File: src/rtl/ducr2_pkg.sv
/*
 * package for the second control register of the upconverter:
 * addresses, bit positions, masks, reset value and mode codes.
 * assumes an 8-bit register address from the serial port decoder.
 */
package ducr2_pkg;

   // ==========================================================
   // addresses
   localparam logic [7:0]  CR2_ADDR      = 8'h01;
   localparam logic [7:0]  TUNING_ADDR   = 8'h07;

   // ==========================================================
   // bit positions
   localparam int          BIT_SER_MODE  = 31;
   localparam int          BIT_SER_LSB   = 30;
   localparam int          BIT_EARLY_FS  = 29;
   localparam int          BIT_AMP_SRC   = 24;
   localparam int          BIT_INT_UPD   = 23;
   localparam int          BIT_SYNC_EN   = 22;
   localparam int          BIT_RD_EFF    = 16;
   localparam int          RATE_HI       = 15;
   localparam int          RATE_LO       = 14;

   // ==========================================================
   // masks and reset value
   localparam logic [31:0] CR2_WR_MASK   = 32'hE1C1_C000;
   localparam logic [31:0] CR2_RESET     = 32'h0040_0000;
   localparam logic [17:0] GPIO_PIN_MASK = 18'h3_FFCF;
   localparam logic [17:0] SER_PIN_MASK  = 18'h0_0030;
   localparam logic [17:0] PAR_PIN_MASK  = 18'h3_FFFF;

   // ==========================================================
   // counts
   localparam logic [1:0]  SYNC_DIV_LAST = 2'h3;
   localparam logic [2:0]  PRE_ZERO      = 3'h0;
   localparam logic [15:0] PERIOD_ZERO   = 16'h0000;

   // ==========================================================
   // operating mode of the first control register
   typedef enum logic [1:0] {
      DUCR2_MODE_QUAD   = 2'b00,
      DUCR2_MODE_TONE   = 2'b01,
      DUCR2_MODE_IDAC   = 2'b10,
      DUCR2_MODE_RSVD   = 2'b11
   } ducr2_mode_e;

   // update prescaler ratio
   typedef enum logic [1:0] {
      DUCR2_PRE_DIV1    = 2'b00,
      DUCR2_PRE_DIV2    = 2'b01,
      DUCR2_PRE_DIV4    = 2'b10,
      DUCR2_PRE_DIV8    = 2'b11
   } ducr2_pre_e;

endpackage

File: src/rtl/ducr2_upd_timer.sv
/*
 * internal update timer: prescaler by 1, 2, 4 or 8, then a period
 * counter; gives a one-cycle tick at the end of each period.
 * assumes period is steady while enabled; zero period means one
 * prescaled tick per update.
 */
`timescale 1ns/1ns
module ducr2_upd_timer (
   // clock and reset
   input  wire logic        clk,
   input  wire logic        rst_b,
   // control
   input  wire logic        enable,
   input  wire logic [1:0]  prescale,
   input  wire logic [15:0] period,
   // event
   output logic             tick_q
);

   // ==========================================================
   // prescaler and period counter
   logic [2:0]  pre_cnt_q;
   logic [2:0]  pre_cnt_d;
   logic [2:0]  pre_last;
   logic [15:0] per_cnt_q;
   logic [15:0] per_cnt_d;
   logic        tick_d;
   logic        pre_tick;

   always_comb begin
      case (ducr2_pkg::ducr2_pre_e'(prescale))
         ducr2_pkg::DUCR2_PRE_DIV1: pre_last = 3'h0;
         ducr2_pkg::DUCR2_PRE_DIV2: pre_last = 3'h1;
         ducr2_pkg::DUCR2_PRE_DIV4: pre_last = 3'h3;
         ducr2_pkg::DUCR2_PRE_DIV8: pre_last = 3'h7;
         default:                   pre_last = 3'h0;
      endcase
      pre_tick  = enable && (pre_cnt_q >= pre_last);
      pre_cnt_d = pre_tick ? ducr2_pkg::PRE_ZERO : pre_cnt_q + 3'h1;
      per_cnt_d = per_cnt_q;
      tick_d    = 1'b0;
      if (!enable) begin
         pre_cnt_d = ducr2_pkg::PRE_ZERO;
         per_cnt_d = ducr2_pkg::PERIOD_ZERO;
      end else if (pre_tick) begin
         if (per_cnt_q >= period) begin
            per_cnt_d = ducr2_pkg::PERIOD_ZERO;
            tick_d    = 1'b1;
         end else begin
            per_cnt_d = per_cnt_q + 16'h0001;
         end
      end
   end

   always_ff @(posedge clk) begin
      if (!rst_b) begin
         pre_cnt_q <= ducr2_pkg::PRE_ZERO;
         per_cnt_q <= ducr2_pkg::PERIOD_ZERO;
         tick_q    <= 1'b0;
      end else begin
         pre_cnt_q <= pre_cnt_d;
         per_cnt_q <= per_cnt_d;
         tick_q    <= tick_d;
      end
   end

endmodule

File: src/rtl/ducr2_ctrl_reg.sv
/*
 * second control register of the quadrature upconverter: buffered
 * and active copies, update-pin control, sync clock, port mode
 * decode and tuning-word read selection.
 * assumes the serial port decoder gives one-cycle read and write
 * strobes with an address, and that the mode and keying inputs come
 * from the active first control register.
 * the update pin belongs to the host unless bit 23 is set.
 */
//
// Overview of operation
// - register lives at serial address 0x01, four bytes wide.
// - data-port mode bit 31 acts only in quadrature mode 00b.
// - bit 31 clear: all eighteen data pins form one parallel port.
// - bit 31 set: pins 5,4 serial data; others a 16-bit GPIO port.
// - bit 30 picks serial bit order, 0 MSB first, 1 LSB first.
// - bit 29 picks frame sync, 0 late, 1 early.
// - amplitude-source bit 24 acts only in single tone with keying off.
// - bit 24 clear bypasses scaling at unity; set uses active profile.
// - internal-update bit 23 takes effect at once on write.
// - bit 23 clear: update pin is an input driven by the host.
// - bit 23 set: update strobe made inside and driven out on pin.
// - bit 22 set gives a quarter-rate sync clock output.
// - bit 22 clear holds the sync clock pin low.
// - bit 16 clear: tuning-word read returns the stored word.
// - bit 16 set: tuning-word read returns the accumulator input word.
// - update-rate bits 15:14 used only while bit 23 is set.
// - rate 00 divides by 1, 01 by 2, 10 by 4.
`timescale 1ns/1ns
module ducr2_ctrl_reg (
   // clock and reset
   input  wire logic        clk,
   input  wire logic        rst_b,
   // register access from the serial port decoder
   input  wire logic [7:0]  reg_addr,
   input  wire logic        reg_wr,
   input  wire logic [31:0] reg_wdata,
   input  wire logic        reg_rd,
   output logic [31:0]      reg_rdata_q,
   output logic             reg_rvalid_q,
   output logic             reg_hit_q,
   // tuning word sources
   input  wire logic [31:0] tuning_stored,
   input  wire logic [31:0] tuning_effective,
   // state of the first control register
   input  wire logic [1:0]  op_mode,
   input  wire logic        output_shift_keying_en,
   // update timer period
   input  wire logic [15:0] update_period,
   // update pin
   input  wire logic        io_update_in,
   output logic             io_update_out_q,
   output logic             io_update_oe_q,
   output logic             update_event_q,
   // sync clock pin
   output logic             sync_clk_q,
   // data port configuration
   output logic             dual_serial_data_port_q,
   output logic [17:0]      parallel_pin_mask_q,
   output logic [17:0]      serial_pin_mask_q,
   output logic [17:0]      gpio_pin_mask_q,
   output logic             serial_lsb_first_q,
   output logic             serial_early_fsync_q,
   // amplitude scale
   output logic             amp_from_profile_q,
   output logic             amp_bypass_q
);

   // ==========================================================
   // update pin sampling
   logic        pin_last_q;
   logic        pin_last_d;
   logic        pin_rise;

   always_comb begin
      // reset value matches the idle pin, so no false edge
      pin_last_d = io_update_in;
      pin_rise   = io_update_in && !pin_last_q;
   end

   always_ff @(posedge clk) begin
      if (!rst_b) begin
         pin_last_q <= 1'b0;
      end else begin
         pin_last_q <= pin_last_d;
      end
   end

   // ==========================================================
   // register copies
   logic [31:0] buf_q;
   logic [31:0] buf_d;
   logic [31:0] act_q;
   logic [31:0] act_d;
   logic        int_upd_q;
   logic        int_upd_d;
   logic        upd_now;
   logic        timer_tick;
   logic        wr_hit;

   always_comb begin
      wr_hit    = reg_wr && (reg_addr == ducr2_pkg::CR2_ADDR);
      buf_d     = buf_q;
      int_upd_d = int_upd_q;
      if (wr_hit) begin
         buf_d     = reg_wdata & ducr2_pkg::CR2_WR_MASK;
         int_upd_d = reg_wdata[ducr2_pkg::BIT_INT_UPD];
      end
      // host edge counts only while the pin is an input
      upd_now = int_upd_q ? timer_tick
                          : pin_rise;
      act_d = act_q;
      if (upd_now) begin
         act_d = buf_q;
      end
      // bit 23 skips the buffer so the pin turns at once
      act_d[ducr2_pkg::BIT_INT_UPD] = int_upd_d;
   end

   always_ff @(posedge clk) begin
      if (!rst_b) begin
         buf_q     <= ducr2_pkg::CR2_RESET;
         act_q     <= ducr2_pkg::CR2_RESET;
         int_upd_q <= 1'b0;
      end else begin
         buf_q     <= buf_d;
         act_q     <= act_d;
         int_upd_q <= int_upd_d;
      end
   end

   // ==========================================================
   // internal update timer
   // ratio comes from the active copy, so a new rate waits for an update
   ducr2_upd_timer u_timer (
      .clk      (clk),
      .rst_b    (rst_b),
      .enable   (int_upd_q),
      .prescale (act_q[ducr2_pkg::RATE_HI:ducr2_pkg::RATE_LO]),
      .period   (update_period),
      .tick_q   (timer_tick)
   );

   // ==========================================================
   // update pin drive
   logic io_out_d;
   logic io_oe_d;
   logic evt_d;

   always_comb begin
      // pin driven only while the internal strobe owns it
      io_oe_d  = int_upd_q;
      io_out_d = int_upd_q && timer_tick;
      evt_d    = upd_now;
   end

   always_ff @(posedge clk) begin
      if (!rst_b) begin
         io_update_out_q <= 1'b0;
         io_update_oe_q  <= 1'b0;
         update_event_q  <= 1'b0;
      end else begin
         io_update_out_q <= io_out_d;
         io_update_oe_q  <= io_oe_d;
         update_event_q  <= evt_d;
      end
   end

   // ==========================================================
   // sync clock, quarter of the system clock
   logic [1:0] sync_cnt_q;
   logic [1:0] sync_cnt_d;
   logic       sync_clk_d;

   always_comb begin
      // counter free-runs so the phase stays fixed across enables
      sync_cnt_d = sync_cnt_q + 2'h1;
      sync_clk_d = act_q[ducr2_pkg::BIT_SYNC_EN] && sync_cnt_d[1];
   end

   always_ff @(posedge clk) begin
      if (!rst_b) begin
         sync_cnt_q <= 2'h0;
         sync_clk_q <= 1'b0;
      end else begin
         sync_cnt_q <= sync_cnt_d;
         sync_clk_q <= sync_clk_d;
      end
   end

   // ==========================================================
   // port mode decode
   logic        ser_d;
   logic        lsb_d;
   logic        efs_d;
   logic [17:0] par_mask_d;
   logic [17:0] ser_mask_d;
   logic [17:0] gpio_mask_d;

   always_comb begin
      // masks decoded here so the data path needs no mode logic
      ser_d = act_q[ducr2_pkg::BIT_SER_MODE] &&
              (op_mode == ducr2_pkg::DUCR2_MODE_QUAD);
      if (ser_d) begin
         par_mask_d  = 18'h0_0000;
         ser_mask_d  = ducr2_pkg::SER_PIN_MASK;
         gpio_mask_d = ducr2_pkg::GPIO_PIN_MASK;
      end else begin
         par_mask_d  = ducr2_pkg::PAR_PIN_MASK;
         ser_mask_d  = 18'h0_0000;
         gpio_mask_d = 18'h0_0000;
      end
      lsb_d = ser_d && act_q[ducr2_pkg::BIT_SER_LSB];
      efs_d = ser_d && act_q[ducr2_pkg::BIT_EARLY_FS];
   end

   always_ff @(posedge clk) begin
      if (!rst_b) begin
         dual_serial_data_port_q <= 1'b0;
         parallel_pin_mask_q     <= ducr2_pkg::PAR_PIN_MASK;
         serial_pin_mask_q       <= 18'h0_0000;
         gpio_pin_mask_q         <= 18'h0_0000;
         serial_lsb_first_q      <= 1'b0;
         serial_early_fsync_q    <= 1'b0;
      end else begin
         dual_serial_data_port_q <= ser_d;
         parallel_pin_mask_q     <= par_mask_d;
         serial_pin_mask_q       <= ser_mask_d;
         gpio_pin_mask_q         <= gpio_mask_d;
         serial_lsb_first_q      <= lsb_d;
         serial_early_fsync_q    <= efs_d;
      end
   end

   // ==========================================================
   // amplitude source decode
   logic        amp_prof_d;
   logic        amp_byp_d;
   logic        amp_valid;

   always_comb begin
      // outside single tone with keying off, scaling is left alone
      amp_valid  = (op_mode == ducr2_pkg::DUCR2_MODE_TONE) &&
                   !output_shift_keying_en;
      amp_prof_d = amp_valid && act_q[ducr2_pkg::BIT_AMP_SRC];
      amp_byp_d  = amp_valid && !act_q[ducr2_pkg::BIT_AMP_SRC];
   end

   always_ff @(posedge clk) begin
      if (!rst_b) begin
         amp_from_profile_q <= 1'b0;
         amp_bypass_q       <= 1'b0;
      end else begin
         amp_from_profile_q <= amp_prof_d;
         amp_bypass_q       <= amp_byp_d;
      end
   end

   // ==========================================================
   // read path
   logic [31:0] rdata_d;
   logic        rvalid_d;
   logic        hit_d;

   always_comb begin
      // answer stands one cycle, zero otherwise
      rdata_d  = 32'h0000_0000;
      hit_d    = 1'b0;
      rvalid_d = reg_rd;
      if (reg_rd) begin
         case (reg_addr)
            ducr2_pkg::CR2_ADDR: begin
               // programmed value, bit 23 as now in force
               rdata_d = buf_q & ducr2_pkg::CR2_WR_MASK;
               rdata_d[ducr2_pkg::BIT_INT_UPD] = int_upd_q;
               hit_d   = 1'b1;
            end
            ducr2_pkg::TUNING_ADDR: begin
               rdata_d = act_q[ducr2_pkg::BIT_RD_EFF] ? tuning_effective
                                                      : tuning_stored;
               hit_d   = 1'b1;
            end
            default: begin
               rdata_d = 32'h0000_0000;
               hit_d   = 1'b0;
            end
         endcase
      end
   end

   always_ff @(posedge clk) begin
      if (!rst_b) begin
         reg_rdata_q  <= 32'h0000_0000;
         reg_rvalid_q <= 1'b0;
         reg_hit_q    <= 1'b0;
      end else begin
         reg_rdata_q  <= rdata_d;
         reg_rvalid_q <= rvalid_d;
         reg_hit_q    <= hit_d;
      end
   end

endmodule

File: config.mk
export PLATFORM = sky130hd
export DESIGN_NAME = ducr2_ctrl_reg
export DESIGN_NICKNAME = d
export VERILOG_FILES = /design/src/rtl/ducr2_pkg.sv /design/src/rtl/ducr2_upd_timer.sv /design/src/rtl/ducr2_ctrl_reg.sv
export SDC_FILE = /design/constraint.sdc
export NUM_CORES = 1
export LEC_CHECK = 0
export BUFFER_PORTS_ARGS = -buffer_cell sky130_fd_sc_hd__buf_2
export CORE_UTILIZATION = 48
export CTS_BUF_LIST = sky130_fd_sc_hd__clkbuf_4 sky130_fd_sc_hd__clkbuf_8 sky130_fd_sc_hd__clkbuf_16
export DETAILED_ROUTE_END_ITERATION = 16
export GPL_TIMING_DRIVEN = 0
export PLACE_DENSITY = 0.9
export RECOVER_POWER = 25
export SLEW_MARGIN = 20
export SYNTH_ARGS = -nofsm -noshare
export SYNTH_HDL_FRONTEND = slang
export SYNTH_SLANG_ARGS = --single-unit
File: constraint.sdc
create_clock -name clk -period 3.6 [get_ports clk]
set_input_delay 0.54 -clock clk [delete_from_list [all_inputs] [get_ports clk]]
set_output_delay 0.54 -clock clk [all_outputs]
set_load 0.01 [all_outputs]
# Word level (Yosys, flattened, before mapping)
# Cells that the tools add are included.
[op_classes]
reduce_logical = 21
mux = 10
n_bitwise = 2
order_cmp = 2
n_eq_ne = 6
n_addsub = 3
[ops]
columns = ["cell", "count"]
rows = [
  ["$pmux W32 S2", 1],
  ["$mux W18", 2],
  ["$mux W32", 1],
  ["$add A16 B1 Y16 const B", 1],
  ["$ge A16 B16 Y1", 1],
  ["$mux W16", 1],
  ["$pmux W3 S4", 1],
  ["$logic_and A1 B1 Y1", 11],
  ["$eq A8 B1 Y1 const B", 1],
  ["$eq A8 B3 Y1 const B", 1],
  ["$mux W6", 1],
  ["$eq A2 B1 Y1 const B", 2],
  ["$eq A2 B2 Y1 const B", 2],
  ["$logic_not A2 Y1", 2],
  ["$reduce_and A2 Y1", 2],
  ["$add A3 B1 Y3 const B", 1],
  ["$ge A3 B3 Y1", 1],
  ["$logic_not A1 Y1", 3],
  ["$mux W1", 3],
  ["$reduce_and A3 Y1", 1],
  ["$reduce_or A3 Y1", 1],
  ["$add A2 B1 Y2 const B", 1],
  ["$not A1 Y1", 2],
  ["$reduce_or A2 Y1", 1],
]
[totals]
elab_cells = 67
register_bits = 138
out_inout_bits = 97

# Longest topological paths before layout
# Gate-level depths: netlist (run 1).
[depth]
depth_word = 5
ltp_mapped = 8

# By module
# From an unflattened synthesis (run 1), not the netlist that was laid out.
[unflattened]
cells_unflattened = 454
hier_area_um2 = 4200.3
[by_module_without_submodules]
columns = ["mod", "cells_per_inst", "area_each_um2", "instances"]
rows = [
  ["ducr2_ctrl_reg", 288, 2817.7, 1],
  ["ducr2_upd_timer", 166, 1382.6, 1],
]

# Worst setup path after synthesis (run 1)
# No wires, ideal clock.
[synth_path]
path_kind = "input to register"
start = "in update_period[15]"
end = "reg u_timer.per_cnt_q[1]"
path_stages = 8
path_slack_ns = 1.439
t_required_ns = 3.467
t_arrival_ns = 2.028
cell_sequence = "inv_1 > ha_1 > nand4_1 > nor3_1 > o2111ai_1 > a31oi_2 > buf_2 > nor3_1"
[synth_between]
elab_chain_cells = 2
[synth_rtl]
columns = ["item", "line_no", "source"]
rows = [
  ["start, declared", "ducr2_ctrl_reg.sv:49", "input wire logic [15:0] update_period,"],
  ["$ge A16 B16 Y1", "ducr2_upd_timer.sv:46", "if (per_cnt_q >= period) begin"],
  ["$mux W16", "ducr2_upd_timer.sv:46", ""],
  ["end signal, assigned", "ducr2_upd_timer.sv:58", "per_cnt_q <= ducr2_pkg::PERIOD_ZERO;"],
  ["end signal, assigned", "ducr2_upd_timer.sv:62", "per_cnt_q <= per_cnt_d;"],
  ["end, declared", "ducr2_upd_timer.sv:25", "logic [15:0] per_cnt_q;"],
]
# Every way passes these cells.
# A chain may end at the register's enable or synchronous reset.

# Worst setup path after layout (run 1)
[layout_path]
start = "reg act_q[14]"
end = "reg u_timer.per_cnt_q[1]"
[layout_between]
elab_chain_cells = 4
[layout_rtl]
columns = ["item", "line_no", "source"]
rows = [
  ["start, declared", "ducr2_ctrl_reg.sv:93", "logic [31:0] act_q;"],
  ["start signal, assigned", "ducr2_ctrl_reg.sv:123", "act_q <= ducr2_pkg::CR2_RESET;"],
  ["start signal, assigned", "ducr2_ctrl_reg.sv:127", "act_q <= act_d;"],
  ["$eq A2 B2 Y1 (tied with other cells)", "ducr2_upd_timer.sv:31", "case (ducr2_pkg::ducr2_pre_e'(prescale))"],
  ["$pmux W3 S4 (*)", "ducr2_upd_timer.sv:31", ""],
  ["$ge A3 B3 Y1 (*)", "ducr2_upd_timer.sv:38", "pre_tick = enable && (pre_cnt_q >= pre_last);"],
  ["$logic_and A1 B1 Y1 (*)", "ducr2_upd_timer.sv:38", ""],
]
# Every way passes the cells marked *; elsewhere a longest branch is shown, timed or not.

==> flow_summary.toml, run 1 <==
[outcome]
status = "completed"

[synthesis]
synth_seq_cells = 84
seq_area_frac_synth = 0.418
yosysWarnings = 0
syn_avg_cell_area_um2 = 9.35
synthTopCellsByArea = "dfxtp_1 42%, mux2i_1 12%, buf_4 9.9%"
yosysTopAreaCell = "dfxtp_1"
syn_inst = 430
synth_cell_types = 38
synth_area_um2 = 4020
synth_top_area_frac = 0.418

[worst_setup_path]
cp_num_buf_inv = 1
crit_required_ns = 3.80
path_class = "reg2reg"
cp-end-kind = "flop"
critPathLaunchType = "flop"
path_delay_family = "compound AO/OA/AOI/OAI gates"
crit_path_top_delay_cell = "a31oi_2"
crit_chain = "or2_2 -> ha_1 -> nor2b_1 -> o21ai_4 -> nand2_1 -> a31oi_2 -> buf_2 -> nor3_1"
cp_max_fo = 10
cpPeakStageDelay_ns = 0.42
cp.arrival_ns = 2.65

[clock_network]
clk_pin_slew_ns = 0.08
cts.sinks = 84
post_cts_buffers = 0
cts-root-buf = "clkbuf_8"
cts_hold_buf = 0
ctsLongestPathBuffers = 2
htree_levels = 3
clk_latency_ns = 0.34
cts_inserted_buffers = 9
cts_tree = "done"
ctsResizeCount = 0

[route]
drt-total-wl_um = 9070
via_per_inst = 4.78
drtIter0Drc = 118
vias = 3588
first_pass_iters = 4
avgRoutedWirePerCell_um = 12.1
ant_nets = 0
drc = 0

[sta]
finalSetupViolCount = 0
finalSetupTns_ns = 0
slew_viol_final = 0
grt_setup_unrepaired = "false"
hold_viol = 0
fmax_mhz = 408
fin_crit_ns = 2.45
period_share = 0.680
skew_ns = 0.00954
relSlewSlack = 0.512
tightest_slew_ns = 0.732

[grt]
grt_util_all_layers = 0.206
grt-ovfl-total = 0
grt_pass1_wl_um = 14200
grt_antenna_before_repair = 0
grt_max_degree = 20
grt_pass1_vias = 3191

[power]
powerDensity_nw_per_um2 = 338
ir_worst_vdd_uv = 161
p_leak_nw = 2.54

[final_layout]
post-route-util = 0.648
final_layout_size_suffix_gt1_frac = 0.347
synthToLayoutAreaGrowth_pct = 31.9
fin_nets = 790
finalInstanceArea_um2 = 5300
n_antenna_cell = 0

[hold_path]
hold_path.class = "in2reg"

[floorplan]
rows = 33
die_width_um = 93.5
start_util = 0.492
die-area_um2 = 8750
io_pins = 225
die_h_um = 93.5
fp.coreArea_um2 = 8180

[flow_run]
maxCapViolCount = 0

[placed_design]
io_buffer_count = 183
place_hpwl_um = 7300
postPlaceCellArea_um2 = 5130
place.gp.congestion = 0.814
-- through the flow --
step	setup slack [ns]	cells	hold slack, ns	power [mW]
after global routing	1.00	750	0.415	1.86
final	1.15	750	0.417	1.79
after detailed placement	0.930	735	0.428	1.09
after global placement	0.964	735	0.421	1.09
after floorplan	1.44	447	0.412	1.02
after CTS	1.18	750	0.409	1.81
-- routing by layer --
metal,global-route usage,vias up,share of wire
li1,-,1803,-
met1,0.254,1618,0.42
met2,0.356,144,0.50
met3,0.0309,23,0.056
met4,0.0897,0,0.026
met5,0,-,0
-- sequential cells by signal (all words and copies together) (netlist names) --
register	cells
reg_rdata_q	32
u_timer.per_cnt_q	16
buf_q	9
act_q	8
u_timer.pre_cnt_q	3
sync_cnt_q	2
amp_bypass_q	1
amp_from_profile_q	1
gpio_pin_mask_q	1
io_update_oe_q	1
io_update_out_q	1
parallel_pin_mask_q	1
pin_last_q	1
reg_hit_q	1
reg_rvalid_q	1
serial_early_fsync_q	1
serial_lsb_first_q	1
sync_clk_q	1
u_timer.tick_q	1
update_event_q	1
-- kinds of logic after synthesis --
| group | count (synthesis) | share of synthesized area |
|---|---|---|
| AND/OR/NAND/NOR | 137 | 0.173 |
| buffers and inverters | 90 | 0.134 |
| flip-flops | 84 | 0.418 |
| multiplexers | 50 | 0.124 |
| AO/OA/AOI/OAI | 38 | 0.0641 |
| adder cells (fa/ha/maj) | 21 | 0.0654 |
| XOR/XNOR | 9 | 0.0196 |
| other | 1 | 0.000933 |
-- area by class of cell --
cell class / count / area [um^2]
Inverter: 22 / 82.6
Tap cell: 105 / 131
Sequential cell: 84 / 1680
Buffer: 68 / 455
Multi-Input combinational cell: 273 / 1860
Fill cell: 698 / 2870
Timing Repair Buffer: 183 / 872
Clock inverter: 4 / 75.1
Clock buffer: 11 / 139
-- power breakdown --
part	switching [mW]	internal [mW]
combinational	0.0574	0.0765
clock	0.318	0.403
sequential	0.00226	0.934
-- worst register-to-register path, cell delays in order, from the launching register on --
cell	delay, ns
dfxtp_1	0.33
or2_2	0.30
ha_1	0.28
nor2b_1	0.07
o21ai_4	0.34
nand2_1	0.18
a31oi_2	0.42
buf_2	0.31
nor3_1	0.08
-- worst paths after layout --
| path | from | endpoint | slack [ns] | depth (start not counted) |
|---|---|---|---|---|
| min reg2reg | sync_cnt_q[0] | sync_cnt_q[0] | 0.44 | 1 |
| max reg2reg | act_q[14] | u_timer.per_cnt_q[1] | 1.15 | 8 |
| min | op_mode[1] | gpio_pin_mask_q[16] | 0.42 | 2 |
| max | act_q[14] | u_timer.per_cnt_q[1] | 1.15 | 8 |
-- placed cells by master, fill, tap and decap left out, drive strengths merged, types with 5 or more instances in the layout --
cell and n:
buf 203, dfxtp 84, clkbuf 59, mux2i 50, nor2 31, nand2 30, inv 22, ha 21
nor2b 19, conb 18, o21ai 18, nor3 11, nand3 10, and3 9, xor2 8, and2 7
a21oi 7, a211oi 7, nand4 6, or3 5
-- synth_stat cells (all sizes together) --
cell type / n
nor3: 11
a31oi: 1
a2111o: 1
o21a: 1
nand4: 6
conb: 1
or2: 1
o31ai: 2
and3: 9
and2: 7
or4: 2
nand3: 10
nand2b: 2
xnor2: 1
xor2: 8
ha: 21
a21oi: 7
mux2i: 50
or3: 5
nand2: 30
a211oi: 7
nor2: 31
buf: 55
nor2b: 19
dfxtp: 84
clkbuf: 13
o21ai: 18
inv: 22
nor4: 2
o2111ai: 1
nor3b: 1
and4: 1
No activity file was read; power rests on OpenSTA's default activity.
==> run 2, diff against run 1 <==
- CORE_UTILIZATION: 48 -> 45
- PLACE_DENSITY: 0.9 -> 0.85
- clock period: 3.6 -> 2.45 ns (I/O delays scaled with it)
==> flow_summary.toml, run 2 (synthesized netlist as in run 1, its figures left out) <==
[outcome]
status = "completed"

[worst_setup_path]
crit_path_top_delay_cell = "or3_1"
crit_required_ns = 2.69
critPathLaunchType = "flop"
cpPeakStageDelay_ns = 0.41
path_delay_family = "simple AND/OR/NAND/NOR gates"
path_class = "reg2reg"
cp_num_buf_inv = 0
cp_max_fo = 6
cp.arrival_ns = 2.48
crit_chain = "or2_2 -> ha_1 -> nor2b_1 -> o21ai_4 -> nand4_1 -> or3_1 -> a211oi_1"
cp-end-kind = "flop"

[flow_run]
maxCapViolCount = 0

[floorplan]
die-area_um2 = 9320
die_h_um = 96.5
start_util = 0.463
die_width_um = 96.5
io_pins = 225
fp.coreArea_um2 = 8680
rows = 34

[hold_path]
hold_path.class = "in2reg"

[power]
p_sw_frac = 0.218
powerDensity_nw_per_um2 = 498
intPower_mw = 2.09
pwr-share-seq = 0.515
power.share.combinational = 0.074
power_switching_mw = 0.581
power_frac_clock = 0.410
p_leak_nw = 2.56
power.total_mw = 2.67
ir_worst_vdd_uv = 284

[grt]
grt_max_degree = 20
grt_util_all_layers = 0.193
grt_antenna_before_repair = 0
grt_pass1_wl_um = 13800
grt-ovfl-total = 0
grt_pass1_vias = 3121

[route]
drt-total-wl_um = 9460
drtIter0Drc = 61
vias = 3591
first_pass_iters = 4
avgRoutedWirePerCell_um = 12.5
ant_nets = 0
drc = 0
via_per_inst = 4.75

[sta]
tightest_slew_ns = 0.753
fin_crit_ns = 2.23
finalSetupViolCount = 0
period_share = 0.911
skew_ns = 0.0101
slew_viol_final = 0
fmax_mhz = 448
grt_setup_unrepaired = "false"
relSlewSlack = 0.498
whs_ns = 0.236
hold_viol = 0

[placed_design]
io_buffer_count = 183
place_hpwl_um = 7570
dp_cells = 738
place.gp.congestion = 0.793

[final_layout]
final_common_cell = "buf_2"
final_layout_size_suffix_gt1_frac = 0.353
fin_cells = 756
synthToLayoutAreaGrowth_pct = 33.2
reg_top3 = "reg_rdata_q x32, u_timer.per_cnt_q x16, buf_q x9"
mostFrequentLayoutCells = "149 x buf_2, 84 x dfxtp_1, 56 x buf_4, 50 x mux2i_1, 48 x clkbuf_1"
post-route-util = 0.617
n_antenna_cell = 0
regMostFlops = "reg_rdata_q"
fin_nets = 793
largest_reg_flops = 32

[clock_network]
clk_latency_ns = 0.34
clk_pin_slew_ns = 0.08
cts_inserted_buffers = 9
htree_levels = 3
cts-root-buf = "clkbuf_8"
cts_hold_buf = 0
ctsLongestPathBuffers = 2
cts_tree = "done"
cts.sinks = 84
run 2: cell count changes in the layout (fill, tap and decap cells not counted):
cell,before,now
buf_4,53,56
clkbuf_4,2,0
a31oi_2,1,0
a31oi_4,0,1
clkbuf_8,9,10
clkinv_4,0,1
clkinvlp_4,2,1
inv_6,0,1
nor3_1,11,10
nor3_2,0,1
nor4_1,2,1
nor4_2,0,1
run 2: cell type report:
class	instances	area (um^2)
buffer	68	455
clock buffer	10	138
clock inverter	5	85.1
fill	781	3320
inverter	22	82.6
multi-input combinational	273	1880
sequential	84	1680
tap	108	135
timing repair buffer	186	895
run 2: power by group through the flow:
stage	sequential (mW)	clock, mW	combinational [mW]
2_1_floorplan	1.41	0	0.0925
3_3_place_gp	1.41	0	0.193
3_5_place_dp	1.41	0	0.198
4_1_cts	1.37	1.11	0.199
5_1_grt	1.38	1.17	0.224
6_report	1.38	1.09	0.198
run 2: through the flow:
step,cell area (um^2),worst slack (ns),setup TNS (ns)
6_report,5360,0.217,0
5_1_grt,5360,0.0200,0
4_1_cts,5360,0.0308,0
3_5_place_dp,5130,-0.0895,-0.798
3_3_place_gp,5130,-0.0467,-0.419
2_1_floorplan,4080,0.328,0
run 2: routing by layer:
metal  wire, um  vias up  track usage
li1           -     1805            -
met3        572       12       0.0329
met1       3860     1636        0.229
met5          0        -            0
met4        140        0       0.0650
met2       4880      138        0.351
run 2: what timing repair did:
action | CTS | global route
resized for setup | 0 | 3
setup buffers | 0 | 3
endpoints found under the setup margin | 0 | 12
run 2: final timing paths:
check / from / endpoint / slack, ns / cells past startpoint
hold reg to reg: sync_cnt_q[0] / sync_cnt_q[0] / 0.44 / 1
setup / recovery: act_q[14] / u_timer.per_cnt_q[11] / 0.22 / 7
setup reg to reg: act_q[14] / u_timer.per_cnt_q[11] / 0.22 / 7
hold / removal: op_mode[1] / gpio_pin_mask_q[16] / 0.24 / 2
run 2: worst reg2reg max path: stages (launching register included):
cell and delay [ns]:
dfxtp_1 0.33, or2_2 0.30, ha_1 0.28, nor2b_1 0.06, o21ai_4 0.24, nand4_1 0.28
or3_1 0.41, a211oi_1 0.25
==> run 3, diff against run 2 <==
- CORE_UTILIZATION: 45 -> 30
- PLACE_DENSITY: 0.85 -> 0.62
==> flow_summary.toml, run 3 (synthesized netlist as in run 1, its figures left out) <==
[grt]
grt_max_degree = 20
grt_util_all_layers = 0.141
grt_pass1_wl_um = 15800
grt-ovfl-total = 0
grt_pass1_vias = 3377
grt_antenna_before_repair = 1

[route]
drtIter0Drc = 133
avgRoutedWirePerCell_um = 12.0
ant_nets = 0
vias = 3530
via_per_inst = 4.30
drc = 0
first_pass_iters = 4
drt-total-wl_um = 9840

[final_layout]
fin_nets = 791
regMostFlops = "reg_rdata_q"
post-route-util = 0.429
largest_reg_flops = 32
synthToLayoutAreaGrowth_pct = 37.0
reg_top3 = "reg_rdata_q x32, u_timer.per_cnt_q x16, buf_q x9"
final_layout_size_suffix_gt1_frac = 0.348
final_common_cell = "buf_2"
mostFrequentLayoutCells = "146 x buf_2, 84 x dfxtp_1, 54 x buf_4, 51 x clkbuf_1, 50 x mux2i_1"

[sta]
fin_crit_ns = 2.30
finalSetupTns_ns = 0
worst_slack_ns = 0.146
whs_ns = 0.246
tightest_slew_ns = 0.731
fmax_mhz = 434
finalSetupViolCount = 0
grt_setup_unrepaired = "false"
skew_ns = 0.00966
hold_viol = 0
relSlewSlack = 0.513
period_share = 0.940
slew_viol_final = 0

[placed_design]
pre_cts_ws_ns = -0.0638
place_hpwl_um = 7850
io_buffer_count = 183
place.gp.congestion = 0.776

[power]
ir_worst_vdd_uv = 333
p_leak_nw = 2.58
powerDensity_nw_per_um2 = 538

[worst_setup_path]
cp.arrival_ns = 2.56
crit_required_ns = 2.71
cp_max_fo = 10
reg2reg_slack_ns = 0.15
crit_path_top_delay_cell = "or4_1"
cpPeakStageDelay_ns = 0.55
critPathLaunchType = "flop"
cp-end-kind = "flop"
crit_chain = "or2_2 -> ha_1 -> nor2b_1 -> o21ai_4 -> nand3_4 -> or4_1 -> a211oi_2"
cp_num_buf_inv = 0
path_class = "reg2reg"
path_delay_family = "simple AND/OR/NAND/NOR gates"

[clock_network]
clk_latency_ns = 0.34
cts-root-buf = "clkbuf_16"
clk_pin_slew_ns = 0.07
cts.sinks = 84
cts_tree = "done"
cts_hold_buf = 0
cts_inserted_buffers = 9
ctsLongestPathBuffers = 2
htree_levels = 3

[floorplan]
fp.coreArea_um2 = 12800
die_h_um = 118
die-area_um2 = 13900
start_util = 0.313
io_pins = 225
die_width_um = 118
rows = 41

[outcome]
status = "completed"

[hold_path]
hold_path.class = "in2reg"

[flow_run]
maxCapViolCount = 0
-- run 3: path summary, 6_finish.rpt --
check,from,endpoint,cells after the start
max,act_q[14],u_timer.per_cnt_q[14],7
min,op_mode[0],gpio_pin_mask_q[16],2
max reg2reg,act_q[14],u_timer.per_cnt_q[14],7
min reg2reg,act_q[24],amp_from_profile_q,2
-- run 3: layout make-up --
type | count | area (um^2)
tap | 172 | 215
clock buffer | 10 | 239
fill | 1316 | 7320
clock inverter | 6 | 71.3
multi-input combinational | 273 | 1880
timing repair buffer | 184 | 876
buffer | 68 | 455
inverter | 22 | 82.6
sequential | 84 | 1680
antenna | 1 | 2.50
-- run 3: timing repair --
item / CTS / global route
endpoints found under the setup margin: 0 / 12
gates resized for setup: 0 / 3
hold endpoints to repair: 0 / 0
setup buffers: 0 / 1
-- run 3: stage by stage --
step / std cells / instance area, um^2 / power [mW]
detailed placement: 802 / 5220 / 1.61
CTS: 818 / 5530 / 3.02
floorplan: 447 / 4080 / 1.50
global route: 819 / 5510 / 3.09
global placement: 802 / 5220 / 1.60
finish: 820 / 5510 / 2.96
-- run 3: report_power, final --
part / internal (mW) / leakage (nW) / switching, mW
clock network: 0.828 / 0.151 / 0.562
registers: 1.37 / 0.678 / 0.00315
logic: 0.113 / 1.75 / 0.0853
-- run 3: metal layers --
layer / up-vias / wire [um] / global-route usage
li1: 1807 / - / -
met5: - / 0 / 0
met4: 0 / 156 / 0.0577
met1: 1574 / 4280 / 0.167
met2: 137 / 4730 / 0.244
met3: 12 / 678 / 0.0354
